`src/ebw_pkg.sv`:
```
// Package for the parallel EEPROM byte-write host controller
//
// Behaviour
// (RL1) Read data is valid only while chip select and output gate are both low.
// (RL2) Raising chip select or output gate ends a read; device floats its data.
// (RL3) Chip select high means standby; no write is accepted then.
// (RL4) Write only with chip select and strobe low, output gate held high.
// (RL5) Device latches address on the later falling edge of select or strobe.
// (RL6) Device latches data on the earlier rising edge of select or strobe.
// (RL7) Internal erase-then-program finishes within the 10 ms write cycle time.
// (RL8) Chip erase: raise output gate to erase level first, then select and strobe low.
// (RL9) For chip erase all eight data lines are driven high beforehand.
// (RL10) During internal write, reading the last address gives inverted top data bit.
// (RL11) After the internal write the top data bit reads true, ending polling.
// (RL12) Strobe pulses of 20 ns or less are ignored by the device.
// (RL13) Writes are inhibited while output gate low or select or strobe high.
// (RL14) No new byte write is taken until the internal cycle completes.
`default_nettype none
package ebw_pkg;
  localparam int unsigned CLK_PERIOD_PS = 8000;
  localparam int unsigned ADDR_W = 9;
  localparam int unsigned DATA_W = 8;
  // Timing figures in their printed units, and derived cycle counts
  localparam int unsigned T_AS_NS   = 10;
  localparam int unsigned T_WP_NS   = 150;
  localparam int unsigned T_WPH_NS  = 50;
  localparam int unsigned T_DS_NS   = 100;
  localparam int unsigned T_DH_NS   = 20;
  localparam int unsigned T_ACC_NS  = 250;
  localparam int unsigned T_DF_NS   = 80;
  localparam int unsigned T_ER_SU_NS = 500;
  localparam int unsigned T_ER_WP_MS = 10;
  localparam int unsigned T_ER_HD_US = 8;
  localparam int unsigned T_WC_MS   = 10;
  // Worked in 64 bits: millisecond figures in picoseconds overflow 32 bits
  function automatic int unsigned ns_cyc(input int unsigned ns);
    longint unsigned c;
    c = (64'(ns) * 64'd1000 + 64'(CLK_PERIOD_PS) - 64'd1) / 64'(CLK_PERIOD_PS);
    return (c == 64'd0) ? 32'd1 : 32'(c);
  endfunction
  localparam int unsigned C_AS    = ns_cyc(T_AS_NS);
  localparam int unsigned C_WP    = ns_cyc(T_WP_NS);
  localparam int unsigned C_WPH   = ns_cyc(T_WPH_NS);
  localparam int unsigned C_DH    = ns_cyc(T_DH_NS);
  localparam int unsigned C_ACC   = ns_cyc(T_ACC_NS);
  localparam int unsigned C_DF    = ns_cyc(T_DF_NS);
  localparam int unsigned C_ER_SU = ns_cyc(T_ER_SU_NS);
  localparam int unsigned C_ER_HD = ns_cyc(T_ER_HD_US * 1000);
  localparam int unsigned C_ER_WP = ns_cyc(T_ER_WP_MS * 1000000);
  localparam int unsigned C_WC    = ns_cyc(T_WC_MS * 1000000);
  localparam int unsigned CNT_W   = 24;
  // Command encoding on the user port
  typedef enum logic [1:0] {EBW_CMD_READ, EBW_CMD_WRITE, EBW_CMD_ERASE, EBW_CMD_POLL} ebw_cmd_t;
  typedef struct packed {
    ebw_cmd_t            cmd;
    logic [ADDR_W-1:0]   addr;
    logic [DATA_W-1:0]   data;
  } ebw_req_t;
  // Device pins as driven by the host; out enables are low while driving
  typedef struct packed {
    logic                ce_n;
    logic                oe_n;
    logic                oe_hv;
    logic                we_n;
    logic [ADDR_W-1:0]   addr;
    logic [DATA_W-1:0]   dout;
    logic [DATA_W-1:0]   doe_n;
  } ebw_pins_t;
endpackage
`default_nettype wire
```
`src/ebw_host.sv`:
```
// Host controller driving a byte-wide parallel EEPROM through its pins
`timescale 1ns/100ps
`default_nettype none
module ebw_host #(
  parameter int unsigned WC_CYC    = ebw_pkg::C_WC,
  parameter int unsigned ER_WP_CYC = ebw_pkg::C_ER_WP
) (
  input  wire logic                      mclk_i,
  input  wire logic                      rst_n_i,
  input  wire logic                      req_valid_i,
  input  wire ebw_pkg::ebw_req_t         req_i,
  output logic                           req_ready_o,
  output logic                           rsp_valid_o,
  output logic [ebw_pkg::DATA_W-1:0]     rsp_data_o,
  output logic                           rsp_timeout_o,
  output ebw_pkg::ebw_pins_t             pins_o,
  input  wire logic [ebw_pkg::DATA_W-1:0] data_lines_i
);
  typedef enum logic [3:0] {
    S_IDLE, S_RD_ACC, S_RD_END, S_WR_SU, S_WR_LOW, S_WR_HOLD,
    S_ER_SU, S_ER_LOW, S_ER_HOLD, S_POLL_RD, S_POLL_GAP
  } ebw_state_t;

  localparam int unsigned CW = ebw_pkg::CNT_W;

  logic              rst_s1_r;
  logic              rst_s2_r;
  logic [ebw_pkg::DATA_W-1:0] din_s1_r;
  logic [ebw_pkg::DATA_W-1:0] din_s2_r;
  ebw_state_t        st_r;
  logic [CW-1:0]     cnt_r;
  logic [CW-1:0]     wc_r;
  logic [ebw_pkg::DATA_W-1:0] wdata_r;
  ebw_pkg::ebw_pins_t pins_r;
  logic [7:0]        wlow_cnt_r;
  logic              busy_r;

  function automatic logic [CW-1:0] cyc(input int unsigned n);
    return CW'(n - 1);
  endfunction

  // Reset release through two flops
  always_ff @(posedge mclk_i or negedge rst_n_i)
  begin
    if (!rst_n_i)
    begin
      rst_s1_r <= 1'b0;
      rst_s2_r <= 1'b0;
    end
    else
    begin
      rst_s1_r <= 1'b1;
      rst_s2_r <= rst_s1_r;
    end
  end

  // Data pins come from outside the clock domain
  always_ff @(posedge mclk_i or negedge rst_s2_r)
  begin
    if (!rst_s2_r)
    begin
      din_s1_r <= 8'h00;
      din_s2_r <= 8'h00;
    end
    else
    begin
      din_s1_r <= data_lines_i;
      din_s2_r <= din_s1_r;
    end
  end

  // Main sequencer; pins only change on state moves so strobes stay clean
  always_ff @(posedge mclk_i or negedge rst_s2_r)
  begin
    if (!rst_s2_r)
    begin
      st_r          <= S_IDLE;
      cnt_r         <= '0;
      wdata_r       <= 8'h00;
      rsp_valid_o   <= 1'b0;
      rsp_data_o    <= 8'h00;
      rsp_timeout_o <= 1'b0;
      // Idle pins inhibit writes: select, gate and strobe all high
      pins_r        <= '{ce_n: 1'b1, oe_n: 1'b1, oe_hv: 1'b0, we_n: 1'b1,
                         addr: '0, dout: 8'h00, doe_n: 8'hff}; // RL13 RL3
    end
    else
    begin
      rsp_valid_o <= 1'b0;
      if (cnt_r != '0)
        cnt_r <= cnt_r - 1'b1;
      case (st_r)
        S_IDLE:
          if (req_valid_i && !busy_r)
          begin
            pins_r.addr  <= req_i.addr;
            wdata_r      <= req_i.data;
            rsp_timeout_o <= 1'b0;
            case (req_i.cmd)
              ebw_pkg::EBW_CMD_READ, ebw_pkg::EBW_CMD_POLL:
              begin
                // Drive our data lines off before the device may drive
                pins_r.doe_n <= 8'hff;
                pins_r.ce_n  <= 1'b0; // RL1
                pins_r.oe_n  <= 1'b0; // RL1
                cnt_r        <= cyc(ebw_pkg::C_ACC + 2);
                st_r         <= (req_i.cmd == ebw_pkg::EBW_CMD_POLL) ? S_POLL_RD : S_RD_ACC;
              end
              ebw_pkg::EBW_CMD_WRITE:
              begin
                // Gate high and data driven before the strobe falls
                pins_r.oe_n  <= 1'b1; // RL4
                pins_r.dout  <= req_i.data;
                pins_r.doe_n <= 8'h00;
                pins_r.ce_n  <= 1'b0;
                cnt_r        <= cyc(ebw_pkg::C_AS);
                st_r         <= S_WR_SU;
              end
              default:
              begin
                // Erase level on the gate first, data all high
                pins_r.oe_hv <= 1'b1; // RL8
                pins_r.oe_n  <= 1'b1;
                pins_r.dout  <= 8'hff; // RL9
                pins_r.doe_n <= 8'h00;
                cnt_r        <= cyc(ebw_pkg::C_ER_SU);
                st_r         <= S_ER_SU;
              end
            endcase
          end
        S_RD_ACC, S_POLL_RD:
          if (cnt_r == '0)
          begin
            rsp_data_o  <= din_s2_r;
            // Poll repeats until top bit reads true value or the write-cycle timer wc_r reaches zero
            if (st_r == S_POLL_RD && din_s2_r[7] != wdata_r[7] && wc_r != '0) // RL10 RL11
            begin
              st_r <= S_POLL_GAP;
            end
            else
            begin
              rsp_valid_o   <= 1'b1;
              rsp_timeout_o <= (st_r == S_POLL_RD) && (din_s2_r[7] != wdata_r[7]);
              st_r          <= S_RD_END;
            end
            pins_r.ce_n <= 1'b1; // RL2
            pins_r.oe_n <= 1'b1; // RL2
            cnt_r       <= cyc(ebw_pkg::C_DF);
          end
        S_POLL_GAP:
          if (cnt_r == '0)
          begin
            pins_r.ce_n <= 1'b0;
            pins_r.oe_n <= 1'b0;
            cnt_r       <= cyc(ebw_pkg::C_ACC + 2);
            st_r        <= S_POLL_RD;
          end
        S_RD_END:
          if (cnt_r == '0)
            st_r <= S_IDLE;
        S_WR_SU:
          if (cnt_r == '0)
          begin
            pins_r.we_n <= 1'b0; // RL5
            cnt_r       <= cyc(ebw_pkg::C_WP); // RL12
            st_r        <= S_WR_LOW;
          end
        S_WR_LOW:
          if (cnt_r == '0)
          begin
            pins_r.we_n <= 1'b1; // RL6
            cnt_r       <= cyc(ebw_pkg::C_DH > ebw_pkg::C_WPH ? ebw_pkg::C_DH : ebw_pkg::C_WPH);
            st_r        <= S_WR_HOLD;
          end
        S_WR_HOLD, S_ER_HOLD:
          if (cnt_r == '0)
          begin
            pins_r.ce_n  <= 1'b1;
            pins_r.oe_hv <= 1'b0;
            pins_r.doe_n <= 8'hff;
            rsp_valid_o  <= 1'b1;
            st_r         <= S_IDLE;
          end
        S_ER_SU:
          if (cnt_r == '0)
          begin
            pins_r.ce_n <= 1'b0;
            pins_r.we_n <= 1'b0; // RL8
            cnt_r       <= CW'(ER_WP_CYC - 1);
            st_r        <= S_ER_LOW;
          end
        S_ER_LOW:
          if (cnt_r == '0)
          begin
            pins_r.we_n <= 1'b1;
            cnt_r       <= cyc(ebw_pkg::C_ER_HD);
            st_r        <= S_ER_HOLD;
          end
        default:
          st_r <= S_IDLE;
      endcase
    end
  end

  // Write-cycle timer: no new write or erase until the device finished
  always_ff @(posedge mclk_i or negedge rst_s2_r)
  begin
    if (!rst_s2_r)
      wc_r <= '0;
    else if (st_r == S_WR_LOW && cnt_r == '0)
      wc_r <= CW'(WC_CYC); // RL7
    else if (wc_r != '0)
      wc_r <= wc_r - 1'b1;
  end

  // Reads and polls may run during the write cycle; writes wait
  assign busy_r = (wc_r != '0) && req_valid_i && (req_i.cmd == ebw_pkg::EBW_CMD_WRITE
                  || req_i.cmd == ebw_pkg::EBW_CMD_ERASE); // RL14

  always_ff @(posedge mclk_i or negedge rst_s2_r)
  begin
    if (!rst_s2_r)
      req_ready_o <= 1'b0;
    else
      req_ready_o <= (st_r == S_IDLE) && !(req_valid_i && !busy_r);
  end

  assign pins_o = pins_r;

  // Strobe low-time count for the width check; saturates so long erase strobes never wrap
  always_ff @(posedge mclk_i or negedge rst_s2_r)
  begin
    if (!rst_s2_r)
      wlow_cnt_r <= 8'h00;
    else if (pins_r.we_n)
      wlow_cnt_r <= 8'h00;
    else if (wlow_cnt_r != 8'hff)
      wlow_cnt_r <= wlow_cnt_r + 8'h01;
  end

  // Checks
  wr_gate_high_a: assert property (@(posedge mclk_i) disable iff (!rst_s2_r)
    !pins_r.we_n && !pins_r.oe_hv |-> pins_r.oe_n && !pins_r.ce_n) // RL4
    else $error("strobe low without gate high");
  rd_no_drive_a: assert property (@(posedge mclk_i) disable iff (!rst_s2_r)
    !pins_r.oe_n |-> pins_r.doe_n == 8'hff) // RL1
    else $error("host drives data during read");
  strobe_width_a: assert property (@(posedge mclk_i) disable iff (!rst_s2_r)
    $rose(pins_r.we_n) |-> wlow_cnt_r >= 8'(ebw_pkg::C_WP)) // RL12
    else $error("write strobe too short");
  erase_data_a: assert property (@(posedge mclk_i) disable iff (!rst_s2_r)
    pins_r.oe_hv && !pins_r.we_n |-> pins_r.dout == 8'hff && pins_r.doe_n == 8'h00) // RL9
    else $error("erase without data high");
  erase_order_a: assert property (@(posedge mclk_i) disable iff (!rst_s2_r)
    $rose(pins_r.oe_hv) |-> pins_r.we_n [*8]) // RL8
    else $error("erase level not first");
  no_write_busy_a: assert property (@(posedge mclk_i) disable iff (!rst_s2_r)
    wc_r != '0 && st_r == S_IDLE |=> !(st_r == S_WR_SU || st_r == S_ER_SU)) // RL14
    else $error("write started during write cycle");
  rd_release_a: assert property (@(posedge mclk_i) disable iff (!rst_s2_r)
    rsp_valid_o && st_r == S_RD_END |-> pins_r.oe_n && pins_r.ce_n) // RL2
    else $error("read not ended");
  standby_a: assert property (@(posedge mclk_i) disable iff (!rst_s2_r)
    pins_r.ce_n |-> pins_r.we_n) // RL3
    else $error("strobe low in standby");
  cov_write_c: cover property (@(posedge mclk_i) disable iff (!rst_s2_r) st_r == S_WR_HOLD);
  cov_erase_c: cover property (@(posedge mclk_i) disable iff (!rst_s2_r) st_r == S_ER_LOW);
  cov_poll_c:  cover property (@(posedge mclk_i) disable iff (!rst_s2_r) st_r == S_POLL_GAP);
endmodule
`default_nettype wire

```
`config.mk`:
```
export PLATFORM = sky130hd
export DESIGN_NAME = ebw_host
export DESIGN_NICKNAME = d
export VERILOG_FILES = /design/src/ebw_pkg.sv /design/src/ebw_host.sv
export SDC_FILE = /design/constraint.sdc
export NUM_CORES = 1
export LEC_CHECK = 0
export ABC_AREA = 1
export BUFFER_PORTS_ARGS = -buffer_cell sky130_fd_sc_hd__buf_2
export CAP_MARGIN = 15
export CORE_MARGIN = 2
export CORE_UTILIZATION = 58
export CTS_CLUSTER_DIAMETER = 60
export CTS_CLUSTER_SIZE = 24
export DETAILED_ROUTE_END_ITERATION = 7
export GPL_ROUTABILITY_DRIVEN = 0
export HOLD_SLACK_MARGIN = 0.12
export PLACE_DENSITY = 0.85
export SLEW_MARGIN = 20
export SYNTH_ARGS = -nofsm -noshare
export SYNTH_HDL_FRONTEND = slang
export SYNTH_SLANG_ARGS = --single-unit
```
`constraint.sdc`:
```
create_clock -name mclk_i -period 4.1 [get_ports mclk_i]
set_clock_uncertainty 0.05 [all_clocks]
set_input_delay 0.615 -clock mclk_i [delete_from_list [all_inputs] [get_ports mclk_i]]
set_output_delay 0.615 -clock mclk_i [all_outputs]
set_load 0.01 [all_outputs]
```
* Word-level counts from Yosys, hierarchy flattened *
Index checks and enable logic that the tools add are counted.

cells by class
  add/sub/neg operators = 2
  multiply operators = 0
  divide/modulo/power cells = 0
  $lt $le $gt $ge = 0
  eq/ne operators = 28
  shift-type cells = 0
  muxes and demuxes = 49
  bitwise operators = 1
  reduce and logical (&&, ||, !) cells = 38

operators by type and width
  kind                   number
  $mux 24                10
  $pmux 24 s7            1
  $reduce_bool 24->1     2
  $sub 24x1->24 const B  2
  $mux 4                 10
  $pmux 4 s8             1
  $pmux 8 s2             2
  $logic_not 24->1       1
  $mux 8                 3
  $ne 2x2->1 const B     10
  $eq 4x3->1 const B     4
  $eq 4x4->1 const B     3
  $pmux 6 s2             1
  $reduce_and 4->1       3
  $mux 1                 11
  $reduce_or 2->1        5
  $reduce_and 3->1       3
  $eq 4x2->1 const B     2
  $ne 2x1->1 const B     4
  $pmux 1 s2             4
  $pmux 4 s2             1
  $reduce_and 8->1       1
  $reduce_bool 2->1      4
  $logic_and 1x1->1      7
  18 further kinds       23

word-level totals
  register bits after elaboration = 118
  latch bits = 0
  RAM bits = 0
  bits in read-only memories = 0
  input bits = 30
  output and inout port bits = 40
  memories = 0

* Longest topological paths before layout *
Gate-level depths: netlist of the first run.

  word-level depth = 7
  gate-level depth with buffers = 15

* Worst setup path before layout of the first run *
No wires, ideal clock.

  kind = reg2reg
  start = register cnt_r[0]
  end = register cnt_r[0]
  arrival = 1.778 ns
  path slack = 2.140 ns
  stages on the path, launching flop included = 14
  cells stage by stage = dfrtp_1 inv_1 ha_1 inv_1 nor2_1 nand2_1 nor2_1 nand3_2 buf_6 buf_6 ha_1 inv_1 nand2_1 o211ai_1

on the way
  cells in the longest elaborated chain, start to end = 4
  elaborated cells on any way between the ends = 12

ends and longest elaborated chain
  item                                                 line                            RTL
  start: declaration                                   ebw_host.sv:31                  logic [CW-1:0] cnt_r;
  start signal: assignment                             ebw_host.sv:91                  cnt_r <= cnt_r - 1'b1;
  start signal: assignment                             ebw_host.sv:106                 cnt_r <= cyc(ebw_pkg::C_ACC + 2);
  start signal: assignment                             ebw_host.sv:116                 cnt_r <= cyc(ebw_pkg::C_AS);
  $sub 24x1->24 or $reduce_bool 24->1 (tied branches)  ebw_host.sv:91, ebw_host.sv:90
  $mux 24                                              ebw_host.sv:90                  if (cnt_r != '0)
  $mux 24 (tied with other cells)                      ebw_host.sv:193                 if (cnt_r == '0)
  $pmux 24 s7 *                                        ebw_host.sv:92                  case (st_r)

Mark *: on every way between the ends. The rest lies on a longest branch, timed or not.
A chain may end at the register's enable or synchronous reset.

* Final worst setup path of the first run *
  start = register cnt_r[0]
  end = register wc_r[14]

on the way
  cells in the longest elaborated chain, start to end = 3
  elaborated cells on any way between the ends = 4

ends and longest elaborated chain
  item                                          line             RTL
  $logic_not 24->1 *                            ebw_host.sv:210  else if (st_r == S_WR_LOW && cnt_r == '0)
  $logic_and 1x1->1 *                           ebw_host.sv:210
  $mux 24 or $reduce_bool 2->1 (tied branches)  --
  end signal: assignment                        ebw_host.sv:211  wc_r <= CW'(WC_CYC);
  end signal: assignment                        ebw_host.sv:213  wc_r <= wc_r - 1'b1;
  end: declaration                              ebw_host.sv:32   logic [CW-1:0] wc_r;

Marked as above.

==> flow_summary.toml, run 1 <==
[floorplanning]
initial_core_util = 0.603
die-width_um = 102
floorplan.die_area_um2 = 10500
io_pins = 70
design.core.area_um2 = 9280
core.rowCount = 35
floorplan_die_height_um = 102

[sta]
holdWs_ps = 285
rsz0062_at_grt = "no"
slew_headroom = 0.486
report.final.setup_viol = 0
setup-tns-final_ps = 0
maxSlewViolCount = 0
timing_hold_violations_final = 0
post-route-period-util = 0.704
worst-slew-pin-transition_ps = 769
fmax_mhz = 346
final.min_clock_period_ps = 2890

[placement]
placedInstanceArea_um2 = 6000
port-buffer-count = 69
place_hpwl_um = 9260

[logic_synthesis]
synth.lib_cells_used.distinct = 43
mappedNetlistArea_um2 = 5600
synth.most_common_cell = "nand2_1"
number_of_enable_flip_flop_cells_after_synthesis = 0
netlist_top_cells_area = "dfrtp_1, nand2_1, nor2_1"
synth_cells = 701
dominantRegCellSynth = "dfrtp_1"
ys_async_sr_fraction = 1.00
synth.largest_area_cell = "dfrtp_1"
synth_fp_nets = 740
ys_seq_area_frac = 0.466
post_synth_most_frequent_cells = "nand2_1, dfrtp_1, nor2_1"
postSynthAreaPerCell_um2 = 7.99
synth.ff_latch_count = 104
yosys_top_cell_area_share = 0.447
synth-warning-count = 0

[detailed_routing]
vias = 4870
met1_length_um = 5300
finalWirelength_um = 12700
remaining_design_rule_violation_count = 0
post_drt_wl_per_cell_um = 14.1
detailroute.wirelength.met3_um = 827
detailedRoute.firstIterationViolations = 337
via_per_inst = 5.41
top_layer = "met4"
dr.pass1.iters = 6
wl_met2_um = 6230
route.antenna.remaining_nets = 0

[global_routing]
grt_pass1_vias = 4588
grt_pass1_wl_um = 20900
pin_count_of_the_biggest_net_entering_global_routing = 56
grtUsageTotal = 0.254
antenna_found_initial = 0
grt_overflow_total = 0

[critical_path]
critical_path_class = "register to register"
worst_setup_path_end_kind = "register"
crit_arrival_ps = 3100
timing.critical_path.slowest_stage_cell = "clkinv_1"
critical_path.startpoint = "cnt_r[0]"
worstReg2RegStart = "cnt_r[0]"
timing.critical_path.to = "wc_r[14]"
worstPathBufferInverterCount = 4
timing.reg2reg.worst_path_depth = 11
worstPathMaxFanout = 22
r2r_setup_slack_ps = 1210
worst_path_most_repeated_cell = "inv_1"
cp_num_cells = 11
critical_path.cell_chain = "inv_1, ha_1, inv_1, nor2_1, nand2_1, nor2_1, nand3_2, nor2_4, clkinv_1, nand3_1, inv_1"
critical_path_required_ps = 4320
rr_endpoint = "wc_r[14]"
critPathTopFamily = "simple AND/OR/NAND/NOR gates"
startpoint_type = "register"
crit_path_max_incr_delay_ps = 480

[clock_tree]
ctsResizeCount = 0
cts.clk_slew.worst_paths_ps = 100
post_cts_buffers = 0
numClockSinks = 104
max-clock-path-buffers = 2
clockRootBuffer = "clkbuf_8"
clock_tree.htree_level_count = 3
tritoncts = "done"
clkLatencyLatePin_ps = 370
cts_made_buffers = 9

[final_layout]
nets_finish = 806
area_occupied_by_multi_input_gates_um2 = 2520
seqCellArea_um2 = 2610
nFillCells = 754
post-route-cell-area_um2 = 6190
final_layout_size_suffix_gt1_frac = 0.188
area.growth.synth_to_final_pct = 10.5
antenna_cells = 0

[power_and_ir_drop]
combPwrFrac = 0.485
cell_internal_pwr_mw = 2.24
power_mw = 4.13
max-vdd-ir-drop_mv = 0.284
clock_power_share = 0.142
seq_power_share = 0.373
power.switching_fraction = 0.458
power_switching_mw = 1.89
power.density_nw_per_um2 = 668
static-leakage-power_nw = 3.32

[min_path]
hold_class = "register to async pin"

[job]
max_cap_violations = 0

[outcome]
run_status = "completed"
-- layout by cell type, fill, tap and decap left out, types with 2 or more instances in the layout --
cell,n
o21bai_1,3
nand3_1,44
o21ai_0,35
dfrtp_1,99
o21ai_2,2
nand2_2,8
nor3_1,14
a21oi_1,12
buf_2,69
inv_6,2
inv_1,84
xor2_1,21
or2_2,2
nor3_4,2
nor2_4,6
o21ai_1,8
nand4_1,9
dfstp_2,4
nand3_2,2
clkbuf_8,9
ha_1,9
nor2_2,15
nor2_1,92
o211ai_1,6
nand2_4,3
nand2_1,170
inv_2,9
o21a_1,2
nand3b_1,3
xnor2_1,8
-- layout make-up --
class                   instances  share of cell area
flip-flops and latches        104               0.422
well taps                     129              0.0261
inverters                      95              0.0580
clock buffers                  10              0.0206
multi-input cells             486               0.407
clock inverters                 6             0.00809
repair buffers                 71              0.0586
-- flip-flops by register name (all words and copies together), names as in the netlist --
register and flops:
cnt_r 24, wc_r 24, pins_o 22, din_s1_r 8, din_s2_r 8, rsp_data_o 8
st_r 4, req_ready_o 1, rsp_timeout_o 1, rsp_valid_o 1, rst_s1_r 1, rst_s2_r 1
wdata_r 1
-- metrics by stage --
| step | cells | util | setup WS [ps] |
|---|---|---|---|
| 2_1_floorplan | 701 | - | 945 |
| 3_3_place_gp | 884 | 0.646 | 1410 |
| 3_5_place_dp | 884 | 0.646 | 1260 |
| 4_1_cts | 901 | 0.667 | 1250 |
| 5_1_grt | 901 | 0.667 | 953 |
| 6_report | 901 | 0.667 | 1210 |
-- worst register-to-register path, stage by stage, from the launching register on --
cell	delay (ps)
dfrtp_1	410
inv_1	190
ha_1	180
inv_1	50
nor2_1	80
nand2_1	70
nor2_1	120
nand3_2	470
nor2_4	390
clkinv_1	480
nand3_1	240
inv_1	50
-- power by group through the flow --
stage	combinational [mW]	sequential [mW]	clock (mW)
floorplan	1.46	1.58	0
global placement	1.90	1.54	0
detailed placement	1.96	1.55	0
CTS	1.98	1.54	0.605
global route	2.23	1.58	0.659
finish	2.00	1.54	0.586
-- per-layer routing --
layer / GRT usage / vias up
met4: 0.0964 / 0
met1: 0.336 / 2307
met2: 0.413 / 194
met3: 0.0534 / 41
met5: 0 / -
li1: - / 2328
-- worst min path at each step --
stage,start,end,slack (ps),cells after the start
6_report,rst_s2_r,wc_r[3],280,0
3_5_place_dp,rst_s1_r,rst_s2_r,290,0
2_1_floorplan,rst_n_i,rst_s1_r,270,0
5_1_grt,data_lines_i[6],din_s1_r[6],260,1
3_3_place_gp,din_s1_r[0],din_s2_r[0],280,0
4_1_cts,data_lines_i[6],din_s1_r[6],280,1
-- repair_timing --
action                     in CTS  in global routing
hold endpoints to repair        2                  0
hold buffers                    1                  0
setup endpoints to repair       0                  0
-- cells by family (layout without fill, tap and decap cells) --
logic type                 count (synthesis)  after routing  share of synthesized area
AOI/OAI and AO/OA                         73             73                     0.0782
buffers and inverters                    111            182                     0.0849
DFF                                      104            104                      0.466
adders and majority gates                  9              9                     0.0201
and+or+nand+nor                          374            374                      0.305
xor gates and xnor gates                  29             29                     0.0454
other                                      1              1                   0.000670
No activity file was read; power rests on OpenSTA's default activity.
==> run 2: changes to the inputs <==
- CORE_UTILIZATION: 58 -> 53
- PLACE_DENSITY: 0.85 -> 0.82
- clock period: 4.1 -> 2.5 ns (I/O delays scaled with it)
==> run 2 against run 1 <==
Fmax is 30% higher. Flip-flop and latch count stayed put. Setup slack worse by 940 ps. Die area is 9.1% higher. Critical endpoint is now cnt_r[3].
==> flow_summary.toml, run 2 (synthesis gave the netlist of run 1 again) <==
[sta]
maxSlewViolCount = 0
rsz0062_at_grt = "no"
holdWs_ps = 159
final.min_clock_period_ps = 2220
timing_hold_violations_final = 0
post-route-period-util = 0.890
fmax_mhz = 450
report.final.setup_viol = 0
fin_ws_ps = 275
worst-slew-pin-transition_ps = 666
slew_headroom = 0.556
setup-tns-final_ps = 0

[placement]
port-buffer-count = 69
place_hpwl_um = 9720
post_placement_cell_count = 900
pre_cts_ws_ps = 171

[clock_tree]
cts_made_buffers = 9
numClockSinks = 104
max-clock-path-buffers = 2
cts.clk_slew.worst_paths_ps = 100
clkLatencyLatePin_ps = 390
clock_tree.htree_level_count = 3
tritoncts = "done"
clockRootBuffer = "clkbuf_8"

[detailed_routing]
via_per_inst = 5.19
vias = 4809
route.antenna.remaining_nets = 0
remaining_design_rule_violation_count = 0
detailedRoute.firstIterationViolations = 357
finalWirelength_um = 12800
post_drt_wl_per_cell_um = 13.8
dr.pass1.iters = 7

[final_layout]
fin_cells = 927
layout.cells.most_common = "nand2_1"
area_occupied_by_multi_input_gates_um2 = 2530
area.growth.synth_to_final_pct = 14.5
nFillCells = 884
seqCellArea_um2 = 2610
antenna_cells = 0
nets_finish = 825
final_layout_size_suffix_gt1_frac = 0.200
layout_common_cells = "nand2_1, dfrtp_1, nor2_1, inv_1, buf_2"

[critical_path]
worstPathBufferInverterCount = 3
critPathTopFamily = "simple AND/OR/NAND/NOR gates"
critical_path_required_ps = 2730
worstPathMaxFanout = 14
critical_path.cell_chain = "inv_2, ha_1, inv_1, nor2_1, nand2_1, nor2_1, nand3_4, buf_4, nand2_1, nand2_1, nand2_1, nand2_1, a21oi_1, nand3_1"
timing.critical_path.slowest_stage_cell = "dfrtp_1"
crit_path_max_incr_delay_ps = 410
startpoint_type = "register"
crit_arrival_ps = 2450
worst_path_most_repeated_cell = "nand2_1"
critical_path_class = "register to register"
worst_setup_path_end_kind = "register"

[power_and_ir_drop]
seq_power_share = 0.365
combPwrFrac = 0.479
cell_internal_pwr_mw = 3.84
power.density_nw_per_um2 = 1090
max-vdd-ir-drop_mv = 0.573
power.switching_fraction = 0.448
power_mw = 6.96
static-leakage-power_nw = 3.42
power_switching_mw = 3.12
clock_power_share = 0.156

[floorplanning]
die-width_um = 107
initial_core_util = 0.545
floorplan.die_area_um2 = 11400
design.core.area_um2 = 10300
floorplan_die_height_um = 107
core.rowCount = 37
io_pins = 70

[job]
max_cap_violations = 0

[global_routing]
grtUsageTotal = 0.240
grt_pass1_wl_um = 21600
pin_count_of_the_biggest_net_entering_global_routing = 55
antenna_found_initial = 0
grt_overflow_total = 0
grt_pass1_vias = 4738

[min_path]
hold_class = "primary input to register"

[outcome]
run_status = "completed"
[run 2: power by group through the flow]
stage	registers (mW)	logic [mW]	clock network (mW)
2_1_floorplan	2.58	2.39	0
3_3_place_gp	2.53	3.14	0
3_5_place_dp	2.55	3.25	0
4_1_cts	2.53	3.27	1.12
5_1_grt	2.59	3.77	1.18
6_report	2.54	3.33	1.09
[run 2: worst register-to-register path, delay by kind of cell, from the launching register on]
family / cells / cell delay [ps]
simple gates: 9 / 930
buf+inv: 3 / 430
compound gates: 1 / 140
fa+ha+maj: 1 / 160
flops: 1 / 410
[run 2: layout make-up]
class	instances	share of cell area
clock buffers	11	0.0221
clock inverters	5	0.00976
inverters	95	0.0560
well taps	136	0.0265
repair buffers	90	0.0839
multi-input cells	486	0.394
flip-flops and latches	104	0.407
[run 2: final timing paths]
check / from / end / slack, ps / cells past startpoint
worst max-delay path: cnt_r[0] / cnt_r[3] / 280 / 14
worst max register to register: cnt_r[0] / cnt_r[3] / 280 / 14
worst min-delay path: req_i[13] / pins_o[21] / 160 / 3
min in group asynchronous: rst_n_i / rst_s2_r / 240 / 2
max in group asynchronous: rst_s2_r / pins_o[25] / 1320 / 1
worst min register to register: rst_s2_r / pins_o[16] / 310 / 0
[run 2: per-stage QoR]
step,area (µm²),util
after global routing,6410,0.624
after floorplan,5600,-
after CTS,6370,0.620
after global placement,6080,0.591
after detailed placement,6080,0.591
final,6410,0.624
[run 2: metal layers]
metal  global-route usage  up-vias  wire length (µm)
met5                    0        -                 0
met4                0.111        0               364
met3               0.0523       34               689
met2                0.412      157              6490
met1                0.287     2259              5250
li1                     -     2359                 -
[run 2: repair_timing]
item                                   in CTS  in global routing
setup endpoints to repair                   0                 20
endpoints found under the hold margin      10                  0
buffers inserted                            0                  2
hold buffers                                9                  0
resized for setup                           0                  3
==> run 3: changes to the inputs <==
- CELL_PAD_IN_SITES_DETAIL_PLACEMENT: default -> 2
- CELL_PAD_IN_SITES_GLOBAL_PLACEMENT: default -> 2
- CORE_UTILIZATION: 53 -> 31
- PLACE_DENSITY: 0.82 -> 0.78
==> run 3 against run 2 <==
Routed wire length is 39% higher. Flip-flop and latch count unchanged. Critical path depth decreased by 1. Worst hold slack improved by 31 ps. Total power up 13%. Highest routed layer unchanged. Clock-buffer cell count is 2 lower. Combinational power increased by 11%. Global-route usage down 4.5 points. Final area rose by 4.8%. Sequential power about the same. Clock power rose by 50%. Non-clock buffer count rose by 4.
==> flow_summary.toml, run 3 (synthesis gave the netlist of run 1 again) <==
[outcome]
run_status = "completed"

[sta]
holdWs_ps = 189
post-route-period-util = 0.903
report.final.setup_viol = 0
setup-tns-final_ps = 0
fmax_mhz = 443
rsz0062_at_grt = "no"
maxSlewViolCount = 0
worst-slew-pin-transition_ps = 568
slew_headroom = 0.619
timing_hold_violations_final = 0
final.min_clock_period_ps = 2260

[critical_path]
crit_arrival_ps = 2470
critical_path_required_ps = 2710
timing.critical_path.slowest_stage_cell = "dfrtp_1"
worst_path_most_repeated_cell = "nand2_1"
worstPathMaxFanout = 8
worstPathBufferInverterCount = 1
critical_path_class = "register to register"
r2r_setup_slack_ps = 240
critical_path.cell_chain = "inv_1, ha_1, nand3_1, nor2_4, nand3_4, nand2_2, nand2_4, nand2_4, nand2_2, nor2_4, nand2_1, nand2_1, nand2_1"
startpoint_type = "register"
crit_path_max_incr_delay_ps = 370
worst_setup_path_end_kind = "register"
critPathTopFamily = "simple AND/OR/NAND/NOR gates"

[detailed_routing]
route.antenna.remaining_nets = 0
via_per_inst = 4.83
post_drt_wl_per_cell_um = 17.3
vias = 4947
finalWirelength_um = 17700
detailedRoute.firstIterationViolations = 222
dr.pass1.iters = 4
remaining_design_rule_violation_count = 0

[power_and_ir_drop]
power_mw = 7.84
static-leakage-power_nw = 3.52
max-vdd-ir-drop_mv = 0.406
power.density_nw_per_um2 = 1170

[final_layout]
post-route-cell-area_um2 = 6720
nets_finish = 829
antenna_cells = 0
seqCellArea_um2 = 2610
final_layout_size_suffix_gt1_frac = 0.203
area_occupied_by_multi_input_gates_um2 = 2530
core_utilization_of_the_finished_layout = 0.377
area.growth.synth_to_final_pct = 20.0
nFillCells = 2080
layout.cells.most_common = "nand2_1"
layout_common_cells = "nand2_1, dfrtp_1, nor2_1, inv_1, buf_2"

[floorplanning]
floorplan_die_height_um = 138
core.rowCount = 49
io_pins = 70
die-width_um = 138
floorplan.die_area_um2 = 19200
design.core.area_um2 = 17800
initial_core_util = 0.314

[min_path]
hold_class = "primary input to register"

[global_routing]
grt_pass1_wl_um = 30100
antenna_found_initial = 0
grt_overflow_total = 0
pin_count_of_the_biggest_net_entering_global_routing = 60
grt_pass1_vias = 5624
grtUsageTotal = 0.195

[clock_tree]
max-clock-path-buffers = 2
clockRootBuffer = "clkbuf_16"
tritoncts = "done"
cts_made_buffers = 9
clkLatencyLatePin_ps = 360
clock_tree.htree_level_count = 3
cts.clk_slew.worst_paths_ps = 80
numClockSinks = 104

[job]
max_cap_violations = 0

[placement]
port-buffer-count = 69
place_hpwl_um = 13600
placedInstanceArea_um2 = 6230
-- run 3: cell types whose count changed in the layout (fill, tap and decap cells not counted), sizes merged --
cell,before,now
buf,81,85
inv,96,97
clkinvlp,1,0
bufinv,1,2
clkbuf,11,9
clkinv,2,3
-- run 3: layout make-up --
cell class,count,share of cell area
clock buffers,9,0.0335
inverters,95,0.0534
flip-flops and latches,104,0.389
clock inverters,7,0.0169
well taps,229,0.0426
repair buffers,94,0.0883
multi-input cells,486,0.377
-- run 3: worst paths after layout --
path | from | to | depth (start not counted)
setup / recovery | wc_r[0] | cnt_r[2] | 13
hold / removal | req_i[1] | pins_o[9] | 3
setup reg to reg | wc_r[0] | cnt_r[2] | 13
hold reg to reg | rst_s2_r | pins_o[13] | 1
max in group asynchronous | rst_s2_r | rsp_data_o[4] | 1
min in group asynchronous | rst_n_i | rst_s2_r | 2
-- run 3: stage by stage --
step | setup slack [ps] | instances
2_1_floorplan | 540 | 701
3_3_place_gp | 206 | 996
3_5_place_dp | 72.8 | 996
4_1_cts | 37.0 | 1021
5_1_grt | 37.4 | 1024
6_report | 244 | 1024
-- run 3: report_power, final --
part | switching, mW | internal (mW) | leakage, nW
Clock | 0.738 | 0.904 | 0.165
Sequential | 0.360 | 2.16 | 1.29
Combinational | 2.42 | 1.26 | 2.07
Total | 3.52 | 4.32 | 3.52
-- run 3: tightest hold or removal path, cell delays in order --
cell and delay, ps:
buf_2 70, o21ai_0 60, o21ai_0 60
-- run 3: routing by layer --
metal  global-route usage  wire length (µm)
met2                0.348              9160
met5                    0                 0
met4               0.0516               340
met3               0.0378               420
met1                0.243              7820
-- run 3: timing repair --
item                                    in CTS  in global routing
buffers inserted                             0                  3
endpoints found under the hold margin       10                  0
hold buffers                                 9                  0
gates resized for setup                      0                  2
endpoints found under the setup margin       0                 37
